### src/design/cpms_defines.svh
// constants of the chip power mode sequencer
// assumes inclusion by bare name, after nothing else
`ifndef CPMS_DEFINES_SVH
`define CPMS_DEFINES_SVH
`define CPMS_CLK_NS 100
`define CPMS_WAKE_RST_NS 200
`define CPMS_WAKE_RST_CYC \
  ((`CPMS_WAKE_RST_NS + `CPMS_CLK_NS - 1) / `CPMS_CLK_NS)
`define CPMS_STOP_NORMAL 3'h0
`define CPMS_STOP_LP 3'h1
`define CPMS_STOP_LL 3'h2
`define CPMS_STOP_VLL3 3'h3
`define CPMS_STOP_VLL1 3'h4
`endif

### src/design/cpms_pkg.sv
// types of the chip power mode sequencer
// assumes cpms_defines.svh holds the numbers
package cpms_pkg;
  typedef enum logic [3:0] {
    CPMS_RUN, CPMS_WAIT, CPMS_STOP, CPMS_LP_RUN, CPMS_LP_WAIT,
    CPMS_LP_STOP, CPMS_LL_STOP, CPMS_VLL_STOP3, CPMS_VLL_STOP1,
    CPMS_WAKE_RST
  } cpms_state_type;
endpackage : cpms_pkg

### src/design/cpms_sequencer.sv
// chip power mode sequencer: run, wait and stop modes and recovery
// assumes one 10 MHz clock; wake inputs arrive asynchronously
`timescale 1ns/1ps
`include "cpms_defines.svh"

module cpms_sequencer
  import cpms_pkg::*;
(
  input wire logic mclk_i,
  input wire logic rst_n_i,
  input wire logic clk_en_i,
  input wire logic wait_for_interrupt_instr_i,
  input wire logic sleep_deep_i,
  input wire logic [2:0] stop_sel_i,
  input wire logic low_power_run_req_i,
  input wire logic normal_run_req_i,
  input wire logic bypassed_external_clock_mode_i,
  input wire logic irq_pending_i,
  input wire logic wake_event_i,
  input wire logic timer_pwm_module_en_i,
  input wire logic timer_pwm_module_clk_src_en_i,
  input wire logic uart_en_i,
  input wire logic uart_clk_src_en_i,
  input wire logic wake_flag_clr_i,
  output logic [3:0] mode_o,
  output logic core_sleep_o,
  output logic core_sleep_deep_o,
  output logic periph_clk_en_o,
  output logic core_free_running_clock_o,
  output logic nested_irq_controller_en_o,
  output logic async_wake_irq_controller_en_o,
  output logic low_leakage_wake_unit_en_o,
  output logic regulator_low_power_o,
  output logic flash_slow_mode_o,
  output logic low_voltage_detect_en_o,
  output logic ext_clock_sel_o,
  output logic always_on_units_en_o,
  output logic timer_pwm_module_run_o,
  output logic uart_run_o,
  output logic sram_upper_pwr_o,
  output logic sram_lower_pwr_o,
  output logic regs_retained_o,
  output logic pin_hold_o,
  output logic wake_reset_o,
  output logic wake_flag_o,
  output logic wake_irq_o
);

  // ==========================================================
  // reset release and input synchronisers
  logic [1:0] rst_sync_r;
  logic rst_n;
  logic [1:0] wake_sync_r;
  logic [1:0] irq_sync_r;
  logic wake_s, irq_s;

  always_ff @(posedge mclk_i or negedge rst_n_i) begin
    if (!rst_n_i) begin
      rst_sync_r <= 2'h0;
    end else begin
      rst_sync_r <= {rst_sync_r[0], 1'b1};
    end
  end
  assign rst_n = rst_sync_r[1];

  // wake and irq come from always-on logic outside this clock
  always_ff @(posedge mclk_i or negedge rst_n) begin
    if (!rst_n) begin
      wake_sync_r <= 2'h0;
      irq_sync_r <= 2'h0;
    end else if (clk_en_i) begin
      wake_sync_r <= {wake_sync_r[0], wake_event_i};
      irq_sync_r <= {irq_sync_r[0], irq_pending_i};
    end
  end
  assign wake_s = wake_sync_r[1];
  assign irq_s = irq_sync_r[1];

  // ==========================================================
  // mode state machine
  cpms_state_type state_r, state_nxt;
  logic [1:0] rst_cnt_r, rst_cnt_nxt;
  logic lp_r, lp_nxt;
  logic ext_r, ext_nxt;
  logic flag_r, flag_nxt;
  logic wirq_r, wirq_nxt;

  function automatic cpms_state_type stop_pick(input logic [2:0] sel,
                                               input logic lp);
    unique case (sel)
      `CPMS_STOP_LL: stop_pick = CPMS_LL_STOP;
      `CPMS_STOP_VLL3: stop_pick = CPMS_VLL_STOP3;
      `CPMS_STOP_VLL1: stop_pick = CPMS_VLL_STOP1;
      `CPMS_STOP_LP: stop_pick = CPMS_LP_STOP;
      default: stop_pick = lp ? CPMS_LP_STOP : CPMS_STOP;
    endcase
  endfunction : stop_pick

  always_comb begin
    state_nxt = state_r;
    rst_cnt_nxt = rst_cnt_r;
    lp_nxt = lp_r;
    ext_nxt = ext_r;
    flag_nxt = flag_r;
    wirq_nxt = 1'b0;
    // set wins over clear
    if (wake_flag_clr_i) begin
      flag_nxt = 1'b0;
    end
    unique case (state_r)
      CPMS_RUN, CPMS_LP_RUN: begin
        if (wait_for_interrupt_instr_i) begin
          if (sleep_deep_i) begin
            state_nxt = stop_pick(stop_sel_i, lp_r);
          end else begin
            state_nxt = lp_r ? CPMS_LP_WAIT : CPMS_WAIT;
          end
        end else if (!lp_r && low_power_run_req_i) begin
          lp_nxt = 1'b1;
          state_nxt = CPMS_LP_RUN;
          ext_nxt = bypassed_external_clock_mode_i;
        end else if (lp_r && normal_run_req_i) begin
          lp_nxt = 1'b0;
          ext_nxt = 1'b0;
          state_nxt = CPMS_RUN;
        end
      end
      CPMS_WAIT, CPMS_STOP: begin
        if (irq_s) begin
          state_nxt = CPMS_RUN;
        end
      end
      CPMS_LP_WAIT, CPMS_LP_STOP: begin
        if (irq_s) begin
          state_nxt = CPMS_LP_RUN;
        end
      end
      CPMS_LL_STOP: begin
        if (wake_s) begin
          flag_nxt = 1'b1;
          wirq_nxt = 1'b1;
          lp_nxt = 1'b0;
          ext_nxt = 1'b0;
          state_nxt = CPMS_RUN;
        end
      end
      CPMS_VLL_STOP3, CPMS_VLL_STOP1: begin
        if (wake_s) begin
          flag_nxt = 1'b1;
          rst_cnt_nxt = 2'(`CPMS_WAKE_RST_CYC - 1);
          state_nxt = CPMS_WAKE_RST;
        end
      end
      CPMS_WAKE_RST: begin
        if (rst_cnt_r == 2'h0) begin
          lp_nxt = 1'b0;
          ext_nxt = 1'b0;
          state_nxt = CPMS_RUN;
        end else begin
          rst_cnt_nxt = rst_cnt_r - 2'h1;
        end
      end
      default: state_nxt = CPMS_RUN;
    endcase
  end

  always_ff @(posedge mclk_i or negedge rst_n) begin
    if (!rst_n) begin
      state_r <= CPMS_RUN;
      rst_cnt_r <= 2'h0;
      lp_r <= 1'b0;
      ext_r <= 1'b0;
      flag_r <= 1'b0;
      wirq_r <= 1'b0;
    end else if (clk_en_i) begin
      state_r <= state_nxt;
      rst_cnt_r <= rst_cnt_nxt;
      lp_r <= lp_nxt;
      ext_r <= ext_nxt;
      flag_r <= flag_nxt;
      wirq_r <= wirq_nxt;
    end
  end

  // ==========================================================
  // mode decode; outputs from state flops, except timer and uart run which also take their enable inputs
  logic is_lp, is_stop, is_vll, is_ll;
  assign is_lp = state_r inside {CPMS_LP_RUN, CPMS_LP_WAIT,
                                 CPMS_LP_STOP};
  assign is_vll = state_r inside {CPMS_VLL_STOP3, CPMS_VLL_STOP1};
  assign is_ll = is_vll || state_r == CPMS_LL_STOP;
  assign is_stop = is_ll || state_r inside {CPMS_STOP, CPMS_LP_STOP};

  assign mode_o = state_r;
  assign core_sleep_o = state_r inside {CPMS_WAIT, CPMS_LP_WAIT};
  assign core_sleep_deep_o = is_stop;
  assign periph_clk_en_o = !is_stop && state_r != CPMS_WAKE_RST;
  assign core_free_running_clock_o = !is_stop;
  assign nested_irq_controller_en_o = !is_stop;
  assign async_wake_irq_controller_en_o =
      state_r inside {CPMS_STOP, CPMS_LP_STOP};
  assign low_leakage_wake_unit_en_o = is_ll;
  assign regulator_low_power_o = is_lp;
  assign flash_slow_mode_o = is_lp;
  // low voltage detect only kept in normal run, wait, stop and wake reset
  assign low_voltage_detect_en_o = !is_lp && !is_ll;
  assign ext_clock_sel_o = ext_r;
  assign always_on_units_en_o = 1'b1;
  // host sets these clocks slow enough in bypassed internal mode
  assign timer_pwm_module_run_o = state_r == CPMS_LP_STOP ?
      (timer_pwm_module_en_i && timer_pwm_module_clk_src_en_i) :
      (!is_stop && timer_pwm_module_en_i);
  assign uart_run_o = state_r == CPMS_LP_STOP ?
      (uart_en_i && uart_clk_src_en_i) : (!is_stop && uart_en_i);
  assign sram_upper_pwr_o = 1'b1;
  assign sram_lower_pwr_o = 1'b1;
  assign regs_retained_o = !is_vll;
  assign pin_hold_o = is_stop || state_r == CPMS_WAKE_RST;
  assign wake_reset_o = state_r == CPMS_WAKE_RST;
  assign wake_flag_o = flag_r;
  // software must not mask this in the irq controller
  assign wake_irq_o = wirq_r;
endmodule : cpms_sequencer

### config.mk
export PLATFORM = sky130hd
export DESIGN_NAME = cpms_sequencer
export DESIGN_NICKNAME = d
export VERILOG_FILES = /design/src/design/cpms_pkg.sv /design/src/design/cpms_sequencer.sv
export VERILOG_INCLUDE_DIRS = /design/src /design/src/design
export SDC_FILE = /design/constraint.sdc
export NUM_CORES = 1
export LEC_CHECK = 0
export BUFFER_PORTS_ARGS = -buffer_cell sky130_fd_sc_hd__buf_2
export CAP_MARGIN = 40
export CORE_UTILIZATION = 51
export CTS_BUF_LIST = sky130_fd_sc_hd__clkbuf_4
export CTS_CLUSTER_DIAMETER = 30
export DETAILED_ROUTE_END_ITERATION = 8
export PLACE_DENSITY = 0.82
export SETUP_SLACK_MARGIN = 0.15
export SYNTH_ARGS = -nofsm -noshare
export SYNTH_HDL_FRONTEND = slang
export SYNTH_SLANG_ARGS = --single-unit
### constraint.sdc
create_clock -name mclk_i -period 2.5 [get_ports mclk_i]
set_input_delay 0.625 -clock mclk_i [delete_from_list [all_inputs] [get_ports mclk_i]]
set_output_delay 0.625 -clock mclk_i [all_outputs]
set_load 0.05 [all_outputs]
==> flow_summary.json, run 1 <==
{
  "grt_pass1_wl_um": 4920,
  "drc_errors": 0,
  "syn_to_final_growth_pct": 34.7,
  "status": "completed",
  "synth.yosys.warnings": 0,
  "cts_root_buffer": "clkbuf_4",
  "path_max_fanout": 7,
  "n_antenna_cell": 0,
  "rsz0062_at_grt": "true",
  "finClkSkew_ps": 1.92,
  "hold_buffers": 0,
  "synthXorXnorAreaFrac_pct": 0.757,
  "worst_path_max_delay_cell": "or4b_4",
  "crit_path_start_kind": "register",
  "cts_tree": "done",
  "synth.distinct_cells": 43,
  "cts_max_level": 1,
  "antenna_found_initial": 0,
  "ctsLongestPathBuffers": 2,
  "min_period_over_period_pct": 94.1,
  "grt.busiest_layer": "met2",
  "ant_nets": 0,
  "hold_viol": 0,
  "dieWidth_um": 49.6,
  "core-area_um2": 2040,
  "synth-simple-area-share_pct": 24.2,
  "fp.dieH_um": 49.6,
  "synth_fa_ha_area_share_pct": 1.08,
  "port-buffer-count": 39,
  "vias": 1175,
  "clk_latency_ps": 290,
  "tightest_slew_ps": 595,
  "maxCapViolations": 0,
  "use_met2_pct": 44.6,
  "grt_util_met1_pct": 33.4,
  "max_freq_mhz": 425,
  "synth_top_family_by_area": "simple AND/OR/NAND/NOR gates",
  "overflow": 0,
  "slew_viol_final": 0,
  "gp_congestion": 0.876,
  "grt_util_all_layers_pct": 26.1,
  "slowest_delay_ps": 550,
  "holdWs_ps": 95.3,
  "post-route-cell-area_um2": 1560,
  "ys_seq_area_share_pct": 34.6,
  "cts.sinks": 16,
  "final_layout_size_suffix_gt1_share_pct": 45.3,
  "cp.buffers_inverters": 2,
  "syn_area_per_cell_um2": 8.39,
  "num_rows": 16,
  "hp-class": "input port to async pin",
  "netlist_instances": 138,
  "dpl_cell_area_um2": 1430,
  "relSlewSlack_pct": 60.3,
  "ys_ff_latch": 16,
  "fin_util_pct": 76.3,
  "wl_per_cell_um": 14.4,
  "vias_per_cell": 5.65,
  "crit_top_cell": "nor2_4",
  "critPathKind": "register to output pin",
  "die-area_um2": 2460,
  "min_period_ps": 2350,
  "setup_viol_count_final": 0,
  "start_util_pct": 56.7,
  "cts.clk_slew.worst_paths_ps": 100,
  "dp_cells": 198,
  "cp_cell_sequence": "or4b_4 -> nand2_4 -> nor2_4 -> clkinv_4 -> nor2_4 -> buf_6",
  "rrSetupSlack_ps": 340,
  "io_pins": 43,
  "required_ps": 1880,
  "grtUsageMet3_pct": 3.70,
  "cp_data_arrival_time_ps": 1730,
  "syn-cell-area_um2": 1160,
  "drt_iter0_markers": 28,
  "grt_max_degree": 19,
  "synth_mux_area_share_pct": 7.57,
  "synth_compound_area_share_pct": 21.8,
  "dp_hpwl_um": 2170,
  "critPathCaptureType": "output pin",
  "cts_buffers": 3,
  "wirelength_um": 2990,
  "cp_top_family": "simple AND/OR/NAND/NOR gates",
  "grt_pass1_vias": 1101,
  "nets": 201,
  "drt_pass1_iterations": 4,
  "layout.cells.non_filler": 208
}
cell type report:
class,instances,area [um^2]
Tap cell,27,33.8
Multi-Input combinational cell,102,743
Clock inverter,1,3.75
Timing Repair Buffer,48,304
Fill cell,155,483
Sequential cell,16,405
Clock buffer,3,22.5
Inverter,11,46.3
Yosys cell counts, drive strengths merged:
| library cell | instances | share of area [%] |
|---|---|---|
| nand4bb | 1 | 0.97 |
| o21ai | 14 | 6.1 |
| dfrtp | 16 | 35 |
| a31oi | 3 | 1.6 |
| conb | 1 | 0.32 |
| o21ba | 1 | 0.86 |
| o22a | 1 | 0.76 |
| and4b | 2 | 2.1 |
| nor3 | 4 | 1.7 |
| or2 | 1 | 0.54 |
| nand2b | 4 | 2.2 |
| mux2i | 2 | 1.7 |
| buf | 8 | 4.8 |
| a2111oi | 1 | 2.4 |
| a221o | 1 | 0.86 |
| nand3 | 3 | 1.3 |
| nor2b | 1 | 0.54 |
| a211oi | 1 | 0.65 |
| nor4 | 1 | 1.8 |
| nand3b | 1 | 0.65 |
| a21o | 1 | 0.65 |
| ha | 1 | 1.1 |
| mux2 | 6 | 5.8 |
| o211ai | 1 | 0.65 |
| a22o | 2 | 1.5 |
| or4 | 1 | 0.65 |
| a21boi | 1 | 0.65 |
| a32o | 1 | 0.86 |
| nand2 | 19 | 6.2 |
| nor4b | 2 | 1.5 |
| xor2 | 1 | 0.76 |
| clkbuf | 4 | 1.3 |
| a21oi | 6 | 2.6 |
| o22ai | 2 | 1.1 |
| o21a | 1 | 0.65 |
| or4b | 1 | 0.86 |
| inv | 11 | 3.6 |
| nor2 | 10 | 3.2 |
kinds of logic after synthesis:
group,Yosys count
compound gates,37
buf+inv,23
simple gates,51
other cells,1
xor+xnor,1
mux,8
fa+ha+maj,1
flops,16
timing repair:
action                     in CTS  in global routing
setup endpoints to repair      13                 11
buffers inserted                6                  0
resized for setup               9                 11
hold endpoints to repair        0                  0
pin swaps                       3                  2
state kept, by name, indices dropped and copies added, names as in the netlist:
signal / flops
mode_o: 4
irq_sync_r: 2
rst_cnt_r: 2
rst_sync_r: 2
wake_sync_r: 2
ext_clock_sel_o: 1
lp_r: 1
wake_flag_o: 1
wake_irq_o: 1
placed cells by master, fill, tap and decap left out, drive strengths merged, types with 2 or more instances in the layout:
cell type,n
nor3,4
buf,46
mux2,6
and4b,2
clkbuf,5
a31oi,3
mux2i,2
nor4b,2
dfrtp,16
clkinv,2
nand2,19
nand3,3
nand2b,4
o21ai,14
o22ai,2
nor2,10
a21oi,6
conb,4
a22o,2
inv,10
metal layers:
layer / up-vias / wire [um]
met3: 2 / 144
met5: - / 0
met2: 57 / 1460
met4: 0 / 21
met1: 553 / 1360
li1: 563 / -
per-stage QoR:
stage          setup WS [ps]  setup TNS, ps
6_report                 148              0
5_1_grt                  114              0
4_1_cts                  148              0
3_5_place_dp             241              0
3_3_place_gp             305              0
2_1_floorplan          -43.7          -54.0
final timing paths:
kind,cells after the start,from,to
min in group mclk_i,0,rst_sync_r[0],rst_sync_r[1]
max in group asynchronous,0,rst_sync_r[1],mode_o[0]
worst max register to register,6,mode_o[1],mode_o[0]
worst max-delay path,6,mode_o[2],periph_clk_en_o
worst min register to register,0,rst_sync_r[1],irq_sync_r[0]
worst min-delay path,1,rst_n_i,rst_sync_r[1]
worst reg2reg max path, stage by stage, from the launching register on:
cell       delay [ps]
dfrtp_2           430
buf_6             160
xor2_1            240
and4b_4           260
a2111oi_4         570
nand2_1           110
a22o_1            270
Power of run 1 is not shown: default switching activity piles up to over one toggle a cycle in this logic, so the estimate is an artifact.
==> run 2: changes to the inputs <==
--- a/config.mk
+++ b/config.mk
@@ -8,6 +8,7 @@
 export LEC_CHECK = 0
 export BUFFER_PORTS_ARGS = -buffer_cell sky130_fd_sc_hd__buf_2
 export CAP_MARGIN = 40
+export CORE_ASPECT_RATIO = 1.2
 export CORE_UTILIZATION = 51
 export CTS_BUF_LIST = sky130_fd_sc_hd__clkbuf_4
 export CTS_CLUSTER_DIAMETER = 30
==> run 2 against run 1 <==
Compared with the run above:
- routed wire length grew 5.7%
- sequential share of layout area shrank 1.0 points
- fmax shrank 2.0%
- first-iteration DRC count grew 7.1%
- non-clock buffer count grew 7
- final cell count grew 4.8%
- design area grew 4.0%
- critical path type unchanged
- global-route usage shrank 1.1 points
- sequential cell count is the same
- register-to-register slack lost 30 ps
==> flow_summary.json, run 2 (same netlist as run 1, synthesis figures left out) <==
{
  "slew_viol_final": 0,
  "grt_pass1_vias": 1062,
  "final_layout_size_suffix_gt1_share_pct": 46.3,
  "die-area_um2": 2460,
  "grt_util_all_layers_pct": 25.0,
  "fin_util_pct": 77.4,
  "ant_nets": 0,
  "maxCapViolations": 0,
  "antenna_found_initial": 0,
  "overflow": 0,
  "r2r.worst_path.cells": 6,
  "grt_pass1_wl_um": 4450,
  "min_period_ps": 2400,
  "vias": 1245,
  "grt_max_degree": 19,
  "cts.sinks": 16,
  "start_util_pct": 55.3,
  "hold_viol": 0,
  "cts_root_buffer": "clkbuf_4",
  "cp_cell_sequence": "buf_8 -> buf_4 -> nor4b_2 -> nor2_2 -> buf_2",
  "num_rows": 18,
  "core-area_um2": 2090,
  "hp-class": "input port to async pin",
  "cp_data_arrival_time_ps": 1780,
  "largest_reg_flops": 4,
  "dieWidth_um": 45.5,
  "n_antenna_cell": 0,
  "drt_iter0_markers": 30,
  "relSlewSlack_pct": 61.7,
  "rsz0062_at_grt": "true",
  "syn_to_final_growth_pct": 40.1,
  "clk_latency_ps": 290,
  "cts.clk_slew.worst_paths_ps": 90,
  "finClkSkew_ps": 0.986,
  "min_period_over_period_pct": 96.0,
  "io_pins": 43,
  "worst_path_max_delay_cell": "dfrtp_2",
  "wirelength_um": 3160,
  "fp.dieH_um": 54.2,
  "cts_tree": "done",
  "final_cell_mix": "buf_2, nand2_1, buf_4, dfrtp_1, o21ai_0",
  "cts_max_level": 1,
  "status": "completed",
  "max_freq_mhz": 417,
  "drt_pass1_iterations": 4,
  "critPathCaptureType": "output pin",
  "required_ps": 1880,
  "tightest_slew_ps": 575,
  "slowest_delay_ps": 430,
  "ctsLongestPathBuffers": 2,
  "multi_input_comb_area_um2": 749,
  "vias_per_cell": 5.71,
  "port-buffer-count": 39,
  "drc_errors": 0,
  "gp_congestion": 0.799,
  "cts_buffers": 3,
  "final_common_cell": "buf_2",
  "crit_path_start_kind": "register",
  "critPathKind": "register to output pin",
  "path_max_fanout": 10,
  "setup_viol_count_final": 0,
  "seq_area_um2": 405,
  "nets": 208,
  "wl_per_cell_um": 14.5,
  "dp_hpwl_um": 2120,
  "fill_cells": 149
}
run 2: per-stage QoR:
| step | instances | worst slack, ps | hold WS, ps | TNS [ps] | instance area (um^2) |
|---|---|---|---|---|---|
| 3_3_place_gp | 201 | 303 | 234 | 0 | 1430 |
| 6_report | 218 | 99.3 | 96.2 | 0 | 1620 |
| 2_1_floorplan | 141 | -43.7 | 173 | -54.0 | 1270 |
| 3_5_place_dp | 201 | 249 | 246 | 0 | 1430 |
| 5_1_grt | 218 | 52.7 | 91.5 | 0 | 1620 |
| 4_1_cts | 211 | 135 | 101 | 0 | 1520 |
run 2: layout make-up:
cell class              instances  area share (%)
clock inverters                 1           0.231
inverters                      11            2.85
clock buffers                   3            1.39
flip-flops and latches         16            25.0
well taps                      30            2.31
multi-input cells             102            46.2
repair buffers                 55            22.0
run 2: worst max-delay path: cells and delay by family, from the launching register on:
kind	cells	cell delay (ps)
and+or+nand+nor	2	530
DFF	1	430
buffers and inverters	3	520
run 2: path summary, 6_finish.rpt:
check,from,end,slack [ps]
worst max-delay path,mode_o[0],regs_retained_o,100
worst min-delay path,rst_n_i,rst_sync_r[0],100
worst max register to register,mode_o[1],lp_r,310
worst min register to register,rst_sync_r[1],mode_o[2],240
max in group asynchronous,rst_sync_r[1],mode_o[3],1850
min in group mclk_i,rst_sync_r[0],rst_sync_r[1],370
run 2: repair_timing:
item / CTS / global route
setup buffers: 6 / 7
hold buffers: 0 / 0
pin swaps: 5 / 5
resized for setup: 7 / 12
endpoints found under the setup margin: 12 / 14
run 2: layer usage:
metal  wire length (um)  GRT usage [%]  up-vias
li1                   -              -      583
met1               1200           27.5      597
met2               1730           47.6       61
met3                196           3.02        4
met4                 31           9.09        0
met5                  0              0        -
Power of run 2 is left out for the same reason.
==> run 3: changes to the inputs <==
--- a/config.mk
+++ b/config.mk
@@ -6,14 +6,15 @@
 export SDC_FILE = /design/constraint.sdc
 export NUM_CORES = 1
 export LEC_CHECK = 0
+export ABC_AREA = 1
 export BUFFER_PORTS_ARGS = -buffer_cell sky130_fd_sc_hd__buf_2
 export CAP_MARGIN = 40
 export CORE_ASPECT_RATIO = 1.2
-export CORE_UTILIZATION = 51
+export CORE_UTILIZATION = 49
 export CTS_BUF_LIST = sky130_fd_sc_hd__clkbuf_4
 export CTS_CLUSTER_DIAMETER = 30
 export DETAILED_ROUTE_END_ITERATION = 8
-export PLACE_DENSITY = 0.82
+export PLACE_DENSITY = 0.81
 export SETUP_SLACK_MARGIN = 0.15
 export SYNTH_ARGS = -nofsm -noshare
 export SYNTH_HDL_FRONTEND = slang
==> run 3 against run 2 <==
Compared with the run above:
- register-to-register slack gained 610 ps
- synthesized cell count grew 17%
- critical path depth grew 5
- design area shrank 12%
- final cell count grew 8.3%
==> flow_summary.json, run 3 <==
{
  "tns_ps": 0,
  "rsz0062_at_grt": "true",
  "maxCapViolations": 0,
  "port-buffer-count": 39,
  "post-route-cell-area_um2": 1430,
  "wirelength_um": 2570,
  "wl_per_cell_um": 10.9,
  "dieWidth_um": 44.6,
  "min_period_over_period_pct": 94.6,
  "die-area_um2": 2360,
  "cts.sinks": 16,
  "clk_latency_ps": 290,
  "syn-cell-area_um2": 1060,
  "nets": 226,
  "cp_data_arrival_time_ps": 1740,
  "max_freq_mhz": 423,
  "grtUsageMet3_pct": 2.39,
  "antenna_found_initial": 0,
  "fp.dieH_um": 53.1,
  "setup_ws_ps": 136,
  "grt.busiest_layer": "met2",
  "cts_max_level": 1,
  "cts_root_buffer": "clkbuf_4",
  "overflow": 0,
  "drt_iter0_markers": 29,
  "use_met2_pct": 42.9,
  "netlist_instances": 162,
  "hp-class": "input port to async pin",
  "grt_util_all_layers_pct": 23.5,
  "ys_seq_area_share_pct": 37.6,
  "drc_errors": 0,
  "ctsLongestPathBuffers": 2,
  "final_cell_mix": "nand2_1, buf_2, inv_1, o21ai_0, nor2_1",
  "synth_edf_count": 0,
  "hold_viol": 0,
  "cts.clk_slew.worst_paths_ps": 100,
  "num_rows": 18,
  "grt_max_degree": 15,
  "synth.yosys.warnings": 0,
  "n_antenna_cell": 0,
  "largest_reg_flops": 4,
  "grt_util_met1_pct": 27.1,
  "synth_common_cells": "nand2_1, inv_1, dfrtp_1, nor2_1, o21ai_0",
  "dpl_cell_area_um2": 1320,
  "vias": 1145,
  "status": "completed",
  "fill_cells": 181,
  "drt_pass1_iterations": 4,
  "yosys.area.top_type": "dfrtp_1",
  "dp_hpwl_um": 1900,
  "ys_ff_latch": 16,
  "hold_buffers": 0,
  "critPathKind": "register to output pin",
  "gp_congestion": 0.868,
  "slew_viol_final": 0,
  "synth.distinct_cells": 20,
  "postSynth.asyncResetShare_pct": 100,
  "min_period_ps": 2360,
  "critPathCaptureType": "output pin",
  "final_layout_size_suffix_gt1_share_pct": 35.9,
  "path_max_fanout": 4,
  "required_ps": 1880,
  "crit_path_start_kind": "register",
  "yosysMostFrequentCell": "nand2_1",
  "cts_tree": "done",
  "cts_buffers": 3,
  "synth.area.top_cells": "dfrtp_1, nand2_1, o21ai_0",
  "ant_nets": 0,
  "rrSetupSlack_ps": 920,
  "synth_top_area_share_pct": 37.6,
  "pre_cts_ws_ps": 277,
  "final_common_cell": "nand2_1",
  "syn_area_per_cell_um2": 6.57,
  "grt_pass1_wl_um": 4070,
  "syn_to_final_growth_pct": 33.8,
  "tightest_slew_ps": 567,
  "vias_per_cell": 4.85,
  "start_util_pct": 52.0,
  "io_pins": 43,
  "core-area_um2": 2050,
  "setup_viol_count_final": 0,
  "grt_pass1_vias": 1002,
  "relSlewSlack_pct": 62.2,
  "finClkSkew_ps": 3.81,
  "synthFlopType": "dfrtp_1"
}
run 3: changes by cell type after synthesis, sizes merged, moves of 3 or more:
cell	delta
a21oi	-4
a31oi	-3
clkbuf	-4
inv	+11
mux2	-6
nand2	+40
nand2b	-4
nand3	+9
nor2	+10
nor3	-4
o21ai	+3
run 3: worst max-delay path: stages (launching register included):
cell	delay, ps
dfrtp_2	440
inv_4	80
nor2_4	40
nand2_1	70
o21ai_2	60
nor2_2	130
inv_2	70
nor2_4	180
inv_6	60
a21boi_4	140
buf_6	170
run 3: repair_timing:
action | CTS | global route
pin swaps | 3 | 1
buffers inserted | 2 | 2
gates resized for setup | 7 | 7
setup endpoints to repair | 6 | 7
run 3: through the flow:
step	util, %	cells	hold WS, ps
6_report	69.5	236	94.9
5_1_grt	69.5	236	89.0
4_1_cts	67.7	234	92.2
3_5_place_dp	64.6	228	257
3_3_place_gp	64.6	228	237
2_1_floorplan	-	165	173
run 3: layer usage:
layer  vias up  part of all wire, %
met5         -                    0
met4         0                  1.8
met3         5                  3.8
met2        41                   51
met1       518                   43
li1        581                    -
run 3: cells by family after synthesis:
kind of cell             after synthesis  share of synthesized area [%]
AO/OA/AOI/OAI                         22                           12.1
other                                  1                          0.352
flip-flops                            16                           37.6
adder cells (fa/ha/maj)                1                           1.17
AND/OR/NAND/NOR                       94                           37.0
buffers and inverters                 28                           11.8
run 3: worst paths after layout:
| check | cells after the start | from | to |
|---|---|---|---|
| min reg2reg | 0 | rst_sync_r[1] | rst_cnt_r[1] |
| min in group mclk_i | 0 | rst_sync_r[0] | rst_sync_r[1] |
| max in group asynchronous | 0 | rst_sync_r[1] | mode_o[1] |
| max reg2reg | 9 | mode_o[3] | mode_o[0] |
| min | 1 | rst_n_i | rst_sync_r[0] |
| max | 10 | mode_o[3] | timer_pwm_module_run_o |
run 3: final cells by class:
class	count	area (um^2)	area share, %
flip-flops and latches	16	405	28.4
clock buffers	3	22.5	1.58
repair buffers	43	248	17.4
inverters	22	93.8	6.58
well taps	30	37.5	2.63
clock inverters	1	3.75	0.263
multi-input cells	121	614	43.1
Power of run 3 is left out for the same reason.
